**config.mk**
```make
export PLATFORM = sky130hd
export DESIGN_NAME = tma_sink_top
export DESIGN_NICKNAME = d
export VERILOG_FILES = /design/src/core/tma_pkg.sv /design/src/core/tma_sync.sv /design/src/core/tma_sink_top.sv
export SDC_FILE = /design/constraint.sdc
export NUM_CORES = 1
export LEC_CHECK = 0
export ABC_AREA = 1
export BUFFER_PORTS_ARGS = -buffer_cell sky130_fd_sc_hd__buf_2
export CAP_MARGIN = 20
export CELL_PAD_IN_SITES_DETAIL_PLACEMENT = 1
export CELL_PAD_IN_SITES_GLOBAL_PLACEMENT = 2
export CORE_UTILIZATION = 32
export CTS_CLUSTER_DIAMETER = 80
export CTS_CLUSTER_SIZE = 28
export DETAILED_ROUTE_END_ITERATION = 10
export PLACE_DENSITY = 0.83
export SYNTH_ARGS = -nofsm -noshare
export SYNTH_HDL_FRONTEND = slang
export SYNTH_SLANG_ARGS = --single-unit
```
**constraint.sdc**
```tcl
create_clock -name core_clk -period 4.4 [get_ports core_clk]
set_input_delay 0.44 -clock core_clk [delete_from_list [all_inputs] [get_ports core_clk]]
set_output_delay 0.44 -clock core_clk [all_outputs]
set_load 0.1 [all_outputs]
```
**src/core/tma_pkg.sv**
```systemverilog
package tma_pkg;

  // ----------------------------------------------------------------
  // Timing
  // ----------------------------------------------------------------
  localparam int unsigned CLK_PERIOD_NS   = 40;
  // Fixed alignment-loss window, inside the allowed 1 to 5 ms span
  localparam int unsigned LOM_TIME_US     = 2000;
  localparam int unsigned LOM_TIME_CYCLES =
    (LOM_TIME_US * 1000) / CLK_PERIOD_NS;

  // ----------------------------------------------------------------
  // Overhead byte fields (bit 1 arrives first, lands in bit 7)
  // ----------------------------------------------------------------
  localparam int unsigned   MA_BIT_OFFSET       = 8;
  localparam int unsigned   LABEL_MSB           = 5;
  localparam int unsigned   LABEL_LSB           = 3;
  localparam int unsigned   MF_MSB              = 2;
  localparam int unsigned   MF_LSB              = 1;
  localparam logic [2:0]    LABEL_EXPECTED      = 3'h3;
  localparam logic [2:0]    LABEL_ACCEPT_FRAMES = 3'h5;
  localparam logic [2:0]    MF_ALIGN_FRAMES     = 3'h4;
  localparam logic [1:0]    MF_LAST_CODE        = 2'h0;

  // ----------------------------------------------------------------
  // Per-TU sink population
  // ----------------------------------------------------------------
  localparam int unsigned N_VC2    = 20;
  localparam int unsigned N_VC12   = 60;
  localparam int unsigned N_VC11   = 60;
  localparam int unsigned N_TU     = N_VC2 + N_VC12 + N_VC11;
  localparam int unsigned TU_WORDS = (N_TU + 31) / 32;

  // ----------------------------------------------------------------
  // Register map (byte addresses) and fields
  // ----------------------------------------------------------------
  localparam logic [7:0] REG_CTRL      = 8'h00;
  localparam logic [7:0] REG_STATUS    = 8'h04;
  localparam logic [7:0] REG_IRQ_STAT  = 8'h08;
  localparam logic [7:0] REG_IRQ_MASK  = 8'h0c;
  localparam logic [7:0] REG_TU_ACT0   = 8'h10;
  localparam int unsigned CTRL_ACTIVATE  = 0;
  localparam logic        CTRL_RESET     = 1'h0;
  localparam int unsigned ST_PLM_CAUSE   = 0;
  localparam int unsigned ST_LOM_CAUSE   = 1;
  localparam int unsigned ST_IN_MF       = 2;
  localparam int unsigned ST_LABEL_LSB   = 4;
  localparam int unsigned IRQ_PLM        = 0;
  localparam int unsigned IRQ_LOM        = 1;
  localparam int unsigned IRQ_ALIGN      = 2;
  localparam int unsigned IRQ_BITS       = 3;

  typedef enum logic {
    out_of_multiframe_state,
    in_multiframe_state
  } tma_align_t;

  // Next expected multiframe code
  function automatic logic [1:0] tma_next_code(input logic [1:0] c);
    return c + 2'h1;
  endfunction

  function automatic logic [2:0] tma_label_of(input logic [7:0] b);
    return b[LABEL_MSB:LABEL_LSB];
  endfunction

  function automatic logic [1:0] tma_code_of(input logic [7:0] b);
    return b[MF_MSB:MF_LSB];
  endfunction

endpackage

```
**src/core/tma_sync.sv**
```systemverilog
`timescale 1ns/10ps
module tma_sync #(
  parameter int unsigned W = 1
) (
  input  wire logic         core_clk,
  input  wire logic         reset,
  input  wire logic [W-1:0] din,
  output logic      [W-1:0] dout
);

  logic [W-1:0] meta;

  // Two stages; the first one feeds only the second
  always_ff @(posedge core_clk) begin
    if (reset) begin
      meta <= '0;
      dout <= '0;
    end else begin
      meta <= din;
      dout <= meta;
    end
  end

endmodule // tma_sync

```
**src/core/tma_sink_top.sv**
```systemverilog
// Decided for this implementation: the placing of the registers and the APB slave port.
`timescale 1ns/10ps
module tma_sink_top
  import tma_pkg::*;
#(
  parameter int unsigned LOM_CYCLES = LOM_TIME_CYCLES,
  parameter int unsigned MA_OFFSET  = MA_BIT_OFFSET
) (
  input  wire logic             core_clk,
  input  wire logic             reset,
  input  wire logic             psel,
  input  wire logic             penable,
  input  wire logic             pwrite,
  input  wire logic [7:0]       paddr,
  input  wire logic [31:0]      pwdata,
  output logic      [31:0]      prdata,
  output logic                  pready,
  output logic                  pslverr,
  input  wire logic             path_clk,
  input  wire logic             path_data,
  input  wire logic             path_frame_start,
  input  wire logic             incoming_trail_fail,
  output logic                  tug2_clk,
  output logic                  tug2_data,
  output logic                  tug2_frame_start,
  output logic                  sub_layer_multiframe_start,
  output logic                  downstream_signal_fail,
  output logic      [N_TU-1:0]  tu_signal_fail,
  output logic                  label_mismatch_cause,
  output logic                  multiframe_loss_cause,
  output logic                  irq
);

  localparam logic [15:0] MA_FIRST = 16'(MA_OFFSET);
  localparam logic [15:0] MA_LAST  = 16'(MA_OFFSET + 7);

  // ----------------------------------------------------------------
  // Link sampling
  // ----------------------------------------------------------------
  logic [3:0] link_s;
  logic       clk_d;
  logic       link_rise;
  logic       data_s;
  logic       fs_s;
  logic       trail_s;

  tma_sync #(.W(4)) u_sync (
    .core_clk (core_clk),
    .reset    (reset),
    .din      ({path_clk, path_data, path_frame_start,
                incoming_trail_fail}),
    .dout     (link_s)
  );

  assign data_s    = link_s[2];
  assign fs_s      = link_s[1];
  assign trail_s   = link_s[0];
  assign link_rise = link_s[3] & ~clk_d;

  // Edge finder runs off the second sync stage only
  always_ff @(posedge core_clk) begin
    if (reset) begin
      clk_d <= 1'b0;
    end else begin
      clk_d <= link_s[3];
    end
  end

  always_ff @(posedge core_clk) begin
    if (reset) begin
      tug2_clk         <= 1'b0;
      tug2_data        <= 1'b0;
      tug2_frame_start <= 1'b0;
    end else begin
      tug2_clk         <= link_s[3];
      tug2_data        <= data_s;
      tug2_frame_start <= fs_s;
    end
  end

  // ----------------------------------------------------------------
  // Overhead byte capture
  // ----------------------------------------------------------------
  logic [15:0] bit_cnt;
  logic [15:0] cur_idx;
  logic [7:0]  ma_shift;
  logic [7:0]  ma_byte;
  logic        ma_done;

  assign cur_idx = fs_s ? 16'h0 : bit_cnt;

  // Bit position counter saturates so a lost frame start is harmless
  always_ff @(posedge core_clk) begin
    if (reset) begin
      bit_cnt <= 16'h0;
    end else if (link_rise) begin
      if (fs_s) begin
        bit_cnt <= 16'h1;
      end else if (bit_cnt != 16'hffff) begin
        bit_cnt <= bit_cnt + 16'h1;
      end
    end
  end

  always_ff @(posedge core_clk) begin
    if (reset) begin
      ma_shift <= 8'h0;
      ma_byte  <= 8'h0;
      ma_done  <= 1'b0;
    end else begin
      ma_done <= 1'b0;
      if (link_rise && cur_idx >= MA_FIRST && cur_idx <= MA_LAST) begin
        ma_shift <= {ma_shift[6:0], data_s};
        if (cur_idx == MA_LAST) begin
          ma_byte <= {ma_shift[6:0], data_s};
          ma_done <= 1'b1;
        end
      end
    end
  end

  // ----------------------------------------------------------------
  // Label acceptance and mismatch
  // ----------------------------------------------------------------
  logic [2:0] label_cand;
  logic [2:0] label_run;
  logic [2:0] accepted_label;
  logic       label_mismatch_defect;

  // Accepted only after a persistent value; reset holds expected code
  always_ff @(posedge core_clk) begin
    if (reset) begin
      label_cand     <= LABEL_EXPECTED;
      label_run      <= 3'h0;
      accepted_label <= LABEL_EXPECTED;
    end else if (ma_done) begin
      if (tma_label_of(ma_byte) != label_cand) begin
        label_cand <= tma_label_of(ma_byte);
        label_run  <= 3'h1;
      end else if (label_run < LABEL_ACCEPT_FRAMES) begin
        label_run <= label_run + 3'h1;
        if (label_run + 3'h1 == LABEL_ACCEPT_FRAMES) begin
          accepted_label <= label_cand;
        end
      end
    end
  end

  always_ff @(posedge core_clk) begin
    if (reset) begin
      label_mismatch_defect <= 1'b0;
    end else begin
      label_mismatch_defect <= (accepted_label != LABEL_EXPECTED);
    end
  end

  // ----------------------------------------------------------------
  // Multiframe alignment
  // ----------------------------------------------------------------
  tma_align_t align_state;
  logic [1:0] prev_code;
  logic [2:0] good_run;
  logic [2:0] next_good_run;
  logic       code_ok;
  logic       mfs_armed;

  assign code_ok = (tma_code_of(ma_byte) == tma_next_code(prev_code));
  assign next_good_run = (good_run == 3'h0 || code_ok) ?
                         good_run + 3'h1 : 3'h1;

  always_ff @(posedge core_clk) begin
    if (reset) begin
      align_state <= out_of_multiframe_state;
      prev_code   <= 2'h0;
      good_run    <= 3'h0;
    end else if (ma_done) begin
      prev_code <= tma_code_of(ma_byte);
      case (align_state)
        out_of_multiframe_state: begin
          good_run <= next_good_run;
          if (next_good_run == MF_ALIGN_FRAMES) begin
            align_state <= in_multiframe_state;
          end
        end
        in_multiframe_state: begin
          if (!code_ok) begin
            align_state <= out_of_multiframe_state;
            good_run    <= 3'h1;
          end
        end
        default: begin
          align_state <= out_of_multiframe_state;
        end
      endcase
    end
  end

  // mark frame after last code as multiframe start
  always_ff @(posedge core_clk) begin
    if (reset) begin
      mfs_armed                  <= 1'b0;
      sub_layer_multiframe_start <= 1'b0;
    end else begin
      sub_layer_multiframe_start <= 1'b0;
      if (ma_done) begin
        mfs_armed <= (tma_code_of(ma_byte) == MF_LAST_CODE);
      end else if (link_rise && fs_s) begin
        sub_layer_multiframe_start <= mfs_armed &&
                                      align_state == in_multiframe_state;
        mfs_armed <= 1'b0;
      end
    end
  end

  // ----------------------------------------------------------------
  // Loss-of-multiframe timer
  // ----------------------------------------------------------------
  logic [31:0] oom_cnt;
  logic        multiframe_loss_defect;

  always_ff @(posedge core_clk) begin
    if (reset) begin
      oom_cnt                <= 32'h0;
      multiframe_loss_defect <= 1'b0;
    end else if (align_state == in_multiframe_state) begin
      oom_cnt                <= 32'h0;
      multiframe_loss_defect <= 1'b0;
    end else if (oom_cnt >= 32'(LOM_CYCLES)) begin
      multiframe_loss_defect <= 1'b1;
    end else begin
      oom_cnt <= oom_cnt + 32'h1;
    end
  end

  // ----------------------------------------------------------------
  // Registers
  // ----------------------------------------------------------------
  logic                function_activate;
  logic [IRQ_BITS-1:0] irq_status;
  logic [IRQ_BITS-1:0] irq_mask;
  logic [31:0]         tu_word [TU_WORDS];
  logic [N_TU-1:0]     tu_active;
  logic                wr_en;
  logic                setup;
  logic [31:0]         next_rdata;
  logic                next_err;

  assign setup = psel && !penable;
  assign wr_en = psel && penable && pready && pwrite;

  always_comb begin
    for (int i = 0; i < int'(N_TU); i++) begin
      tu_active[i] = tu_word[i / 32][i % 32];
    end
  end

  // Control and per-TU activation words
  always_ff @(posedge core_clk) begin
    if (reset) begin
      function_activate <= CTRL_RESET;
      irq_mask          <= '0;
      for (int i = 0; i < int'(TU_WORDS); i++) begin
        tu_word[i] <= 32'h0;
      end
    end else if (wr_en) begin
      if (paddr == REG_CTRL) begin
        function_activate <= pwdata[CTRL_ACTIVATE];
      end
      if (paddr == REG_IRQ_MASK) begin
        irq_mask <= pwdata[IRQ_BITS-1:0];
      end
      for (int i = 0; i < int'(TU_WORDS); i++) begin
        if (paddr == REG_TU_ACT0 + 8'(4 * i)) begin
          tu_word[i] <= pwdata;
        end
      end
    end
  end

  // Read mux decoded in the setup phase; unmapped reads answer error
  always_comb begin
    next_rdata = 32'h0;
    next_err   = 1'b0;
    case (paddr)
      REG_CTRL: next_rdata[CTRL_ACTIVATE] = function_activate;
      REG_STATUS: begin
        next_rdata[ST_PLM_CAUSE] = label_mismatch_cause;
        next_rdata[ST_LOM_CAUSE] = multiframe_loss_cause;
        next_rdata[ST_IN_MF]     = function_activate &&
                                   align_state == in_multiframe_state;
        next_rdata[ST_LABEL_LSB +: 3] =
          function_activate ? accepted_label : 3'h0;
      end
      REG_IRQ_STAT: next_rdata[IRQ_BITS-1:0] = irq_status;
      REG_IRQ_MASK: next_rdata[IRQ_BITS-1:0] = irq_mask;
      default: begin
        next_err = 1'b1;
        for (int i = 0; i < int'(TU_WORDS); i++) begin
          if (paddr == REG_TU_ACT0 + 8'(4 * i)) begin
            next_rdata = tu_word[i];
            next_err   = 1'b0;
          end
        end
      end
    endcase
  end

  // One wait-free access phase per transfer
  always_ff @(posedge core_clk) begin
    if (reset) begin
      pready  <= 1'b0;
      prdata  <= 32'h0;
      pslverr <= 1'b0;
    end else begin
      pready  <= setup;
      prdata  <= (setup && !pwrite) ? next_rdata : 32'h0;
      pslverr <= setup && next_err;
    end
  end

  // ----------------------------------------------------------------
  // Consequent actions, causes and interrupt
  // ----------------------------------------------------------------
  logic                server_fail_action;
  logic                next_plm_cause;
  logic                next_lom_cause;
  logic                aligned_q;
  logic [IRQ_BITS-1:0] irq_events;

  // either defect feeds the downstream fail
  assign server_fail_action = label_mismatch_defect |
                              multiframe_loss_defect;
  // mismatch cause gated by trail fail
  assign next_plm_cause = function_activate && label_mismatch_defect &&
                          !trail_s;
  // loss cause also masked by mismatch
  assign next_lom_cause = function_activate && multiframe_loss_defect &&
                          !trail_s && !label_mismatch_defect;
  assign irq_events = {
    function_activate && !aligned_q &&
      align_state == in_multiframe_state,
    next_lom_cause && !multiframe_loss_cause,
    next_plm_cause && !label_mismatch_cause};

  // per-TU fail, no exclusion between sinks
  always_ff @(posedge core_clk) begin
    if (reset) begin
      downstream_signal_fail <= 1'b1;
      tu_signal_fail         <= '1;
      label_mismatch_cause   <= 1'b0;
      multiframe_loss_cause  <= 1'b0;
      aligned_q              <= 1'b0;
    end else begin
      downstream_signal_fail <= server_fail_action || !function_activate;
      tu_signal_fail <= ~tu_active |
        {N_TU{server_fail_action || !function_activate}};
      label_mismatch_cause   <= next_plm_cause;
      multiframe_loss_cause  <= next_lom_cause;
      aligned_q <= align_state == in_multiframe_state;
    end
  end

  // Sticky status; a new event outranks a same-cycle clear
  always_ff @(posedge core_clk) begin
    if (reset) begin
      irq_status <= '0;
      irq        <= 1'b0;
    end else begin
      irq_status <= (irq_status &
        ~((wr_en && paddr == REG_IRQ_STAT) ?
          pwdata[IRQ_BITS-1:0] : '0)) | irq_events;
      irq <= |(irq_status & irq_mask);
    end
  end
endmodule // tma_sink_top

```
# ---- Yosys cells after proc, flatten, opt, wreduce, memory -nomap -nowiden
# Memory sizes are Yosys's and may differ from the RTL's.
# Cells that the tools add are included.
dict set report word_totals {
  in_bits 49
  rom_bits 0
  ram_bits 160
  regBits 276
  memories 1
  output_inout_bits 182
  latchBits 0
}
# memory depth word_bits rd rd_ports_with_merged_regs write_ports line
set mem_list {}
lappend mem_list {tu_word 5 32 5 0 5 tma_sink_top.sv:241} ;# logic [31:0] tu_word [TU_WORDS];
dict set report op_classes {
  order_cmp 4
  bitwise 19
  n_mul 0
  n_reduce_logical 53
  div_mod_pow 0
  eq_ne 16
  n_addsub 5
  n_shift 0
  n_mux 57
}
# operator n
set op_table {}
lappend op_table {{$mux 32} 10}
lappend op_table {{$not 140->140} 1}
lappend op_table {{$or 140x140->140} 1}
lappend op_table {{$mux 16} 3}
lappend op_table {{$mux 1} 33}
lappend op_table {{$add 32x1->32 const B} 1}
lappend op_table {{$eq 8x5->1 const B} 4}
lappend op_table {{$ge 32x16->1 const B} 1}
lappend op_table {{$logic_and 1x1->1} 21}
lappend op_table {{$mux 3} 6}
lappend op_table {{$add 16x1->16 const B} 1}
lappend op_table {{$eq 16x4->1 const B} 1}
lappend op_table {{$eq 8x4->1 const B} 2}
lappend op_table {{$ge 16x4->1 const B} 1}
lappend op_table {{$le 16x4->1 const B} 1}
lappend op_table {{$ne 16x16->1 const B} 1}
lappend op_table {{$reduce_and 2->1} 7}
lappend op_table {{$pmux 3 s2} 2}
lappend op_table {{$reduce_or 3->1} 3}
lappend op_table {{$eq 8x3->1 const B} 1}
lappend op_table {{$eq 8x6->1 const B} 1}
lappend op_table {{$logic_not 1->1} 8}
lappend op_table {{$logic_not 8->1} 1}
lappend op_table {{$pmux 2 s4} 1}
lappend op_table {{24 further kinds} 42}

# ---- Depth between registers and ports, before layout
dict set report logic_depth {
  ltp_word 8
  ltp_mapped 10
  depth_no_buf 10
}

# ---- Cells and area by module
# Synthesis repeated with hierarchy kept, for this count alone.
dict set report unflattened {
  hier_cells 1582
  area_unflattened_um2 15391.0
}
# module seq_area_each_um2 n_inst cells_per_inst area_each_um2
set by_module_without_submodules {}
lappend by_module_without_submodules {tma_sink_top 10149.7 1 1557 15159.5}
lappend by_module_without_submodules {tma_sync 160.2 1 25 231.5}

# ---- Worst setup path after synthesis
# No wires, ideal clock.
dict set report synth_timing {
  path_type {register -> register}
  startpoint {register pready}
  endpoint {memory tu_word[3][4] (netlist: tu_word[0][100]) (enable)}
  t_arrival_ps 3665
  path_slack_ps 270
  path_buffers 0
  stages_incl_launch_ff 3
  cell_sequence {dfxtp_1 > nand4_1 > o21ai_0}
}
# item line
set synth_lines {}
lappend synth_lines {{from (decl)} tma_sink_top.sv:17} ;# output logic pready,
lappend synth_lines {{from (signal assigned)} tma_sink_top.sv:315} ;# pready <= setup;
lappend synth_lines {{to (decl)} tma_sink_top.sv:241}

# ---- Worst setup path after layout
dict set report layout_timing {
  startpoint {register bit_cnt[0]}
  endpoint {register bit_cnt[0]}
}
dict set report layout_between {
  elab_chain_cells 3
}
# item line
set layout_rtl {}
lappend layout_rtl {{from (decl)} tma_sink_top.sv:84} ;# logic [15:0] bit_cnt;
lappend layout_rtl {{from (signal assigned)} tma_sink_top.sv:100} ;# bit_cnt <= bit_cnt + 16'h1;
lappend layout_rtl {{$add 16x1->16 / $ne 16x16->1 (equally long branches)} {tma_sink_top.sv:100, tma_sink_top.sv:99}}
lappend layout_rtl {{$mux 16 / $reduce_bool 2->1 (equally long branches)} --}
lappend layout_rtl {{$mux 16 / $reduce_and 2->1 (equally long branches)} --}
# Several ways; a longest one is shown, not always the timed one. The select of a mux whose other input is x is not followed.
# A chain may end at the register's enable or synchronous reset.

==> impl_metrics.csv <==
group,metric,value,unit
outcome,status,"completed",
sta,fmax,359,MHz
synthesis,syn_inst,1610,
sta,rsz0062_at_grt,"false",
clock_tree,ctsHoldBuffers,0,
critical_path,slowest_delay,620,ps
final_layout,fin_nets,1881,
global_route,antenna_found_initial,4,
final_layout,final_cells,2459,
critical_path,cpMaxStageDelayCell,"nand2_1",
sta,layout_min_cycle_time,2780,ps
synthesis,synth_flop_cell,"dfxtp_1",
sta,period_share,63.3,%
floorplanning,ios,231,
pwr,power.density,386,nW/um^2
critical_path,cp-start-kind,"register",
sta,hold_viol_final,0,
drt,via_per_inst,4.67,
global_route,grt_pass1_wl,69.1,mm
critical_path,cp_max_fo,15,
placement,port_buffers,230,
drt,dr.first_iter.drc_count,584,
pwr,irDropWorstVdd,236,uV
placement,dp.cells,2414,
synthesis,yosysMostFrequentCell,"nand2_1",
synthesis,yosysSeqAreaShare,66.5,%
critical_path,criticalPathCategory,"reg2reg",
floorplanning,start_util,32.5,%
global_route,grt_overflow,0,
synthesis,synth_common_cells,"nand2_1, dfxtp_1, nor2_1",
drt,drc,0,
floorplanning,die_w,222,um
sta,tightest_slew,1000,ps
critical_path,required,4860,ps
final_layout,syn_to_final_growth,17.1,%
clock_tree,htreeDepth,1,
clock_tree,path_clk_slew,100,ps
synthesis,syn-num-nets,1666,
floorplanning,fp-row-count,80,
critical_path,path_common_cell,"nand3_1",
global_route,track_usage,18.0,%
clock_tree,post_cts_resized,0,
synthesis,syn_avg_cell_area,9.63,um^2
sta,clock_skew,19.5,ps
placement,gp_congestion,0.814,
synthesis,ys_seq_elements,435,
sta,tns,0,ps
drt,final_antenna_net_count,0,
synthesis,synth_area,15500,um^2
clock_tree,clockBufferDepth,3,
pwr,leakage,7.19,nW
synthesis,ys_warn_count,0,
clock_tree,postCtsSetupBuffers,0,
floorplanning,dieArea,49300,um^2
sta,slew_viol_final,0,
drt,vias,11500,
drt,post_drt_wl_per_cell,18.2,um
final_layout,drive_gt1_share,18.0,%
drt,drt_pass1_iterations,5,
global_route,grt_pass1_vias,12000,
synthesis,synth_edf_count,160,
clock_tree,cts-buffers-inserted,24,
hold_path,hp-class,"in2reg",
critical_path,ff2ff_path_depth,8,
floorplanning,die_h,222,um
sta,relSlewSlack,32.8,%
job,cap_violations,0,
floorplanning,core,47700,um^2
clock_tree,cts_tree,"built",
critical_path,end_kind,"register",
critical_path,path_cells,"ha_1 -> nand3_1 -> nor2_2 -> nand3_1 -> nand2_1 -> inv_1 -> o21ai_0 -> nor2_1",
clock_tree,clock_sinks,435,
clock_tree,clock_tree.root_cell,"clkbuf_16",
synthesis,async_reset_ff_share,0,%
synthesis,synth_cell_type_count,31,
synthesis,synth_top_area_cell,"dfxtp_1",
global_route,grt_start_max_net_pins,83,
synthesis,synthTopCellsByArea,"dfxtp_1, edfxtp_1, nand2_1",
hold_path,hold_depth,3,
placement,hpwl,31.9,mm
sta,setup_violations,0,
clock_tree,insertion_delay,570,ps
critical_path,crit_arrival,3250,ps
synthesis,synth_top_area_share,35.5,%
drt,wl,44.8,mm
## final timing paths
| check | start | end | slack [ps] |
|---|---|---|---|
| max | bit_cnt[0] | bit_cnt[0] | 1620 |
| min | path_data | u_sync.meta[2] | 70 |
| max reg2reg | bit_cnt[0] | bit_cnt[0] | 1620 |
| min reg2reg | u_sync.meta[3] | u_sync.dout[3] | 400 |
## metal layers
layer	part of all wire (%)	vias up	track usage (%)
met5	0.071	-	0
met4	1.8	6	4.26
met3	5.4	58	3.09
met2	49	282	31.4
met1	44	5587	23.0
li1	-	5557	-
## metrics by stage
step / setup slack [ps] / cell area, um^2 / util (%) / hold WS (ps) / total power, mW
finish: 1620 / 18200 / 38.0 / 68.8 / 7.01
global route: 1400 / 18200 / 38.0 / 52.7 / 7.26
CTS: 1630 / 18200 / 38.0 / 44.3 / 7.10
detailed placement: 1300 / 17300 / 36.3 / 397 / 4.51
global placement: 1440 / 17300 / 36.3 / 392 / 4.51
floorplan: 270 / 15500 / - / 388 / 4.42
## critical path: cells and delay by family (launching register included)
kind	cells	cell delay [ps]
AND/OR/NAND/NOR	5	1480
buffers and inverters	1	280
adder cells (fa/ha/maj)	1	260
AO/OA/AOI/OAI	1	210
flip-flops	1	450
## area by class of cell
class                      instances  area, um^2
timing repair buffer             245        1260
inverter                         155         589
antenna                            1        2.50
clock inverter                    12         183
tap                              615         769
multi-input combinational        964        4390
sequential                       435       10300
fill                            5448       29600
clock buffer                      32         652
## placed cells by master, fill, tap and decap left out, drive strengths merged, types with 2 or more instances in the layout
master	instances
clkinv	4
dfxtp	275
or2	3
nand3	121
xor2	18
xnor2	7
nor3	9
edfxtp	160
buf	245
nand2	414
nor2	252
clkbuf	32
o21ai	59
inv	163
a21oi	42
a31oi	10
nor4	2
ha	7
nand4	19
## sequential cells by signal, summed over array words and instances (netlist names), 4 cells and up
signal          flops
u_sync.dout         4
oom_cnt            32
prdata             32
ma_shift            5
u_sync.meta         4
ma_byte             5
tu_word           160
bit_cnt            16
tu_signal_fail    140
## logic make-up (layout without fill, tap and decap cells)
family / Yosys count / in the layout / share of synthesized area (%)
AO/OA/AOI/OAI: 112 / 112 / 3.78
XOR/XNOR: 25 / 25 / 1.41
adder cells (fa/ha/maj): 7 / 7 / 0.565
buffers and inverters: 211 / 444 / 5.62
flip-flops: 435 / 435 / 66.5
other: 0 / 1 / 0
AND/OR/NAND/NOR: 820 / 820 / 22.1
## report_power, final
part           switching, mW  internal, mW  total [mW]
Clock                   1.45          1.14        2.60
Combinational          0.141        0.0396       0.180
Sequential            0.0324          4.20        4.24
Note: power is estimated with default switching activity, not from simulation.
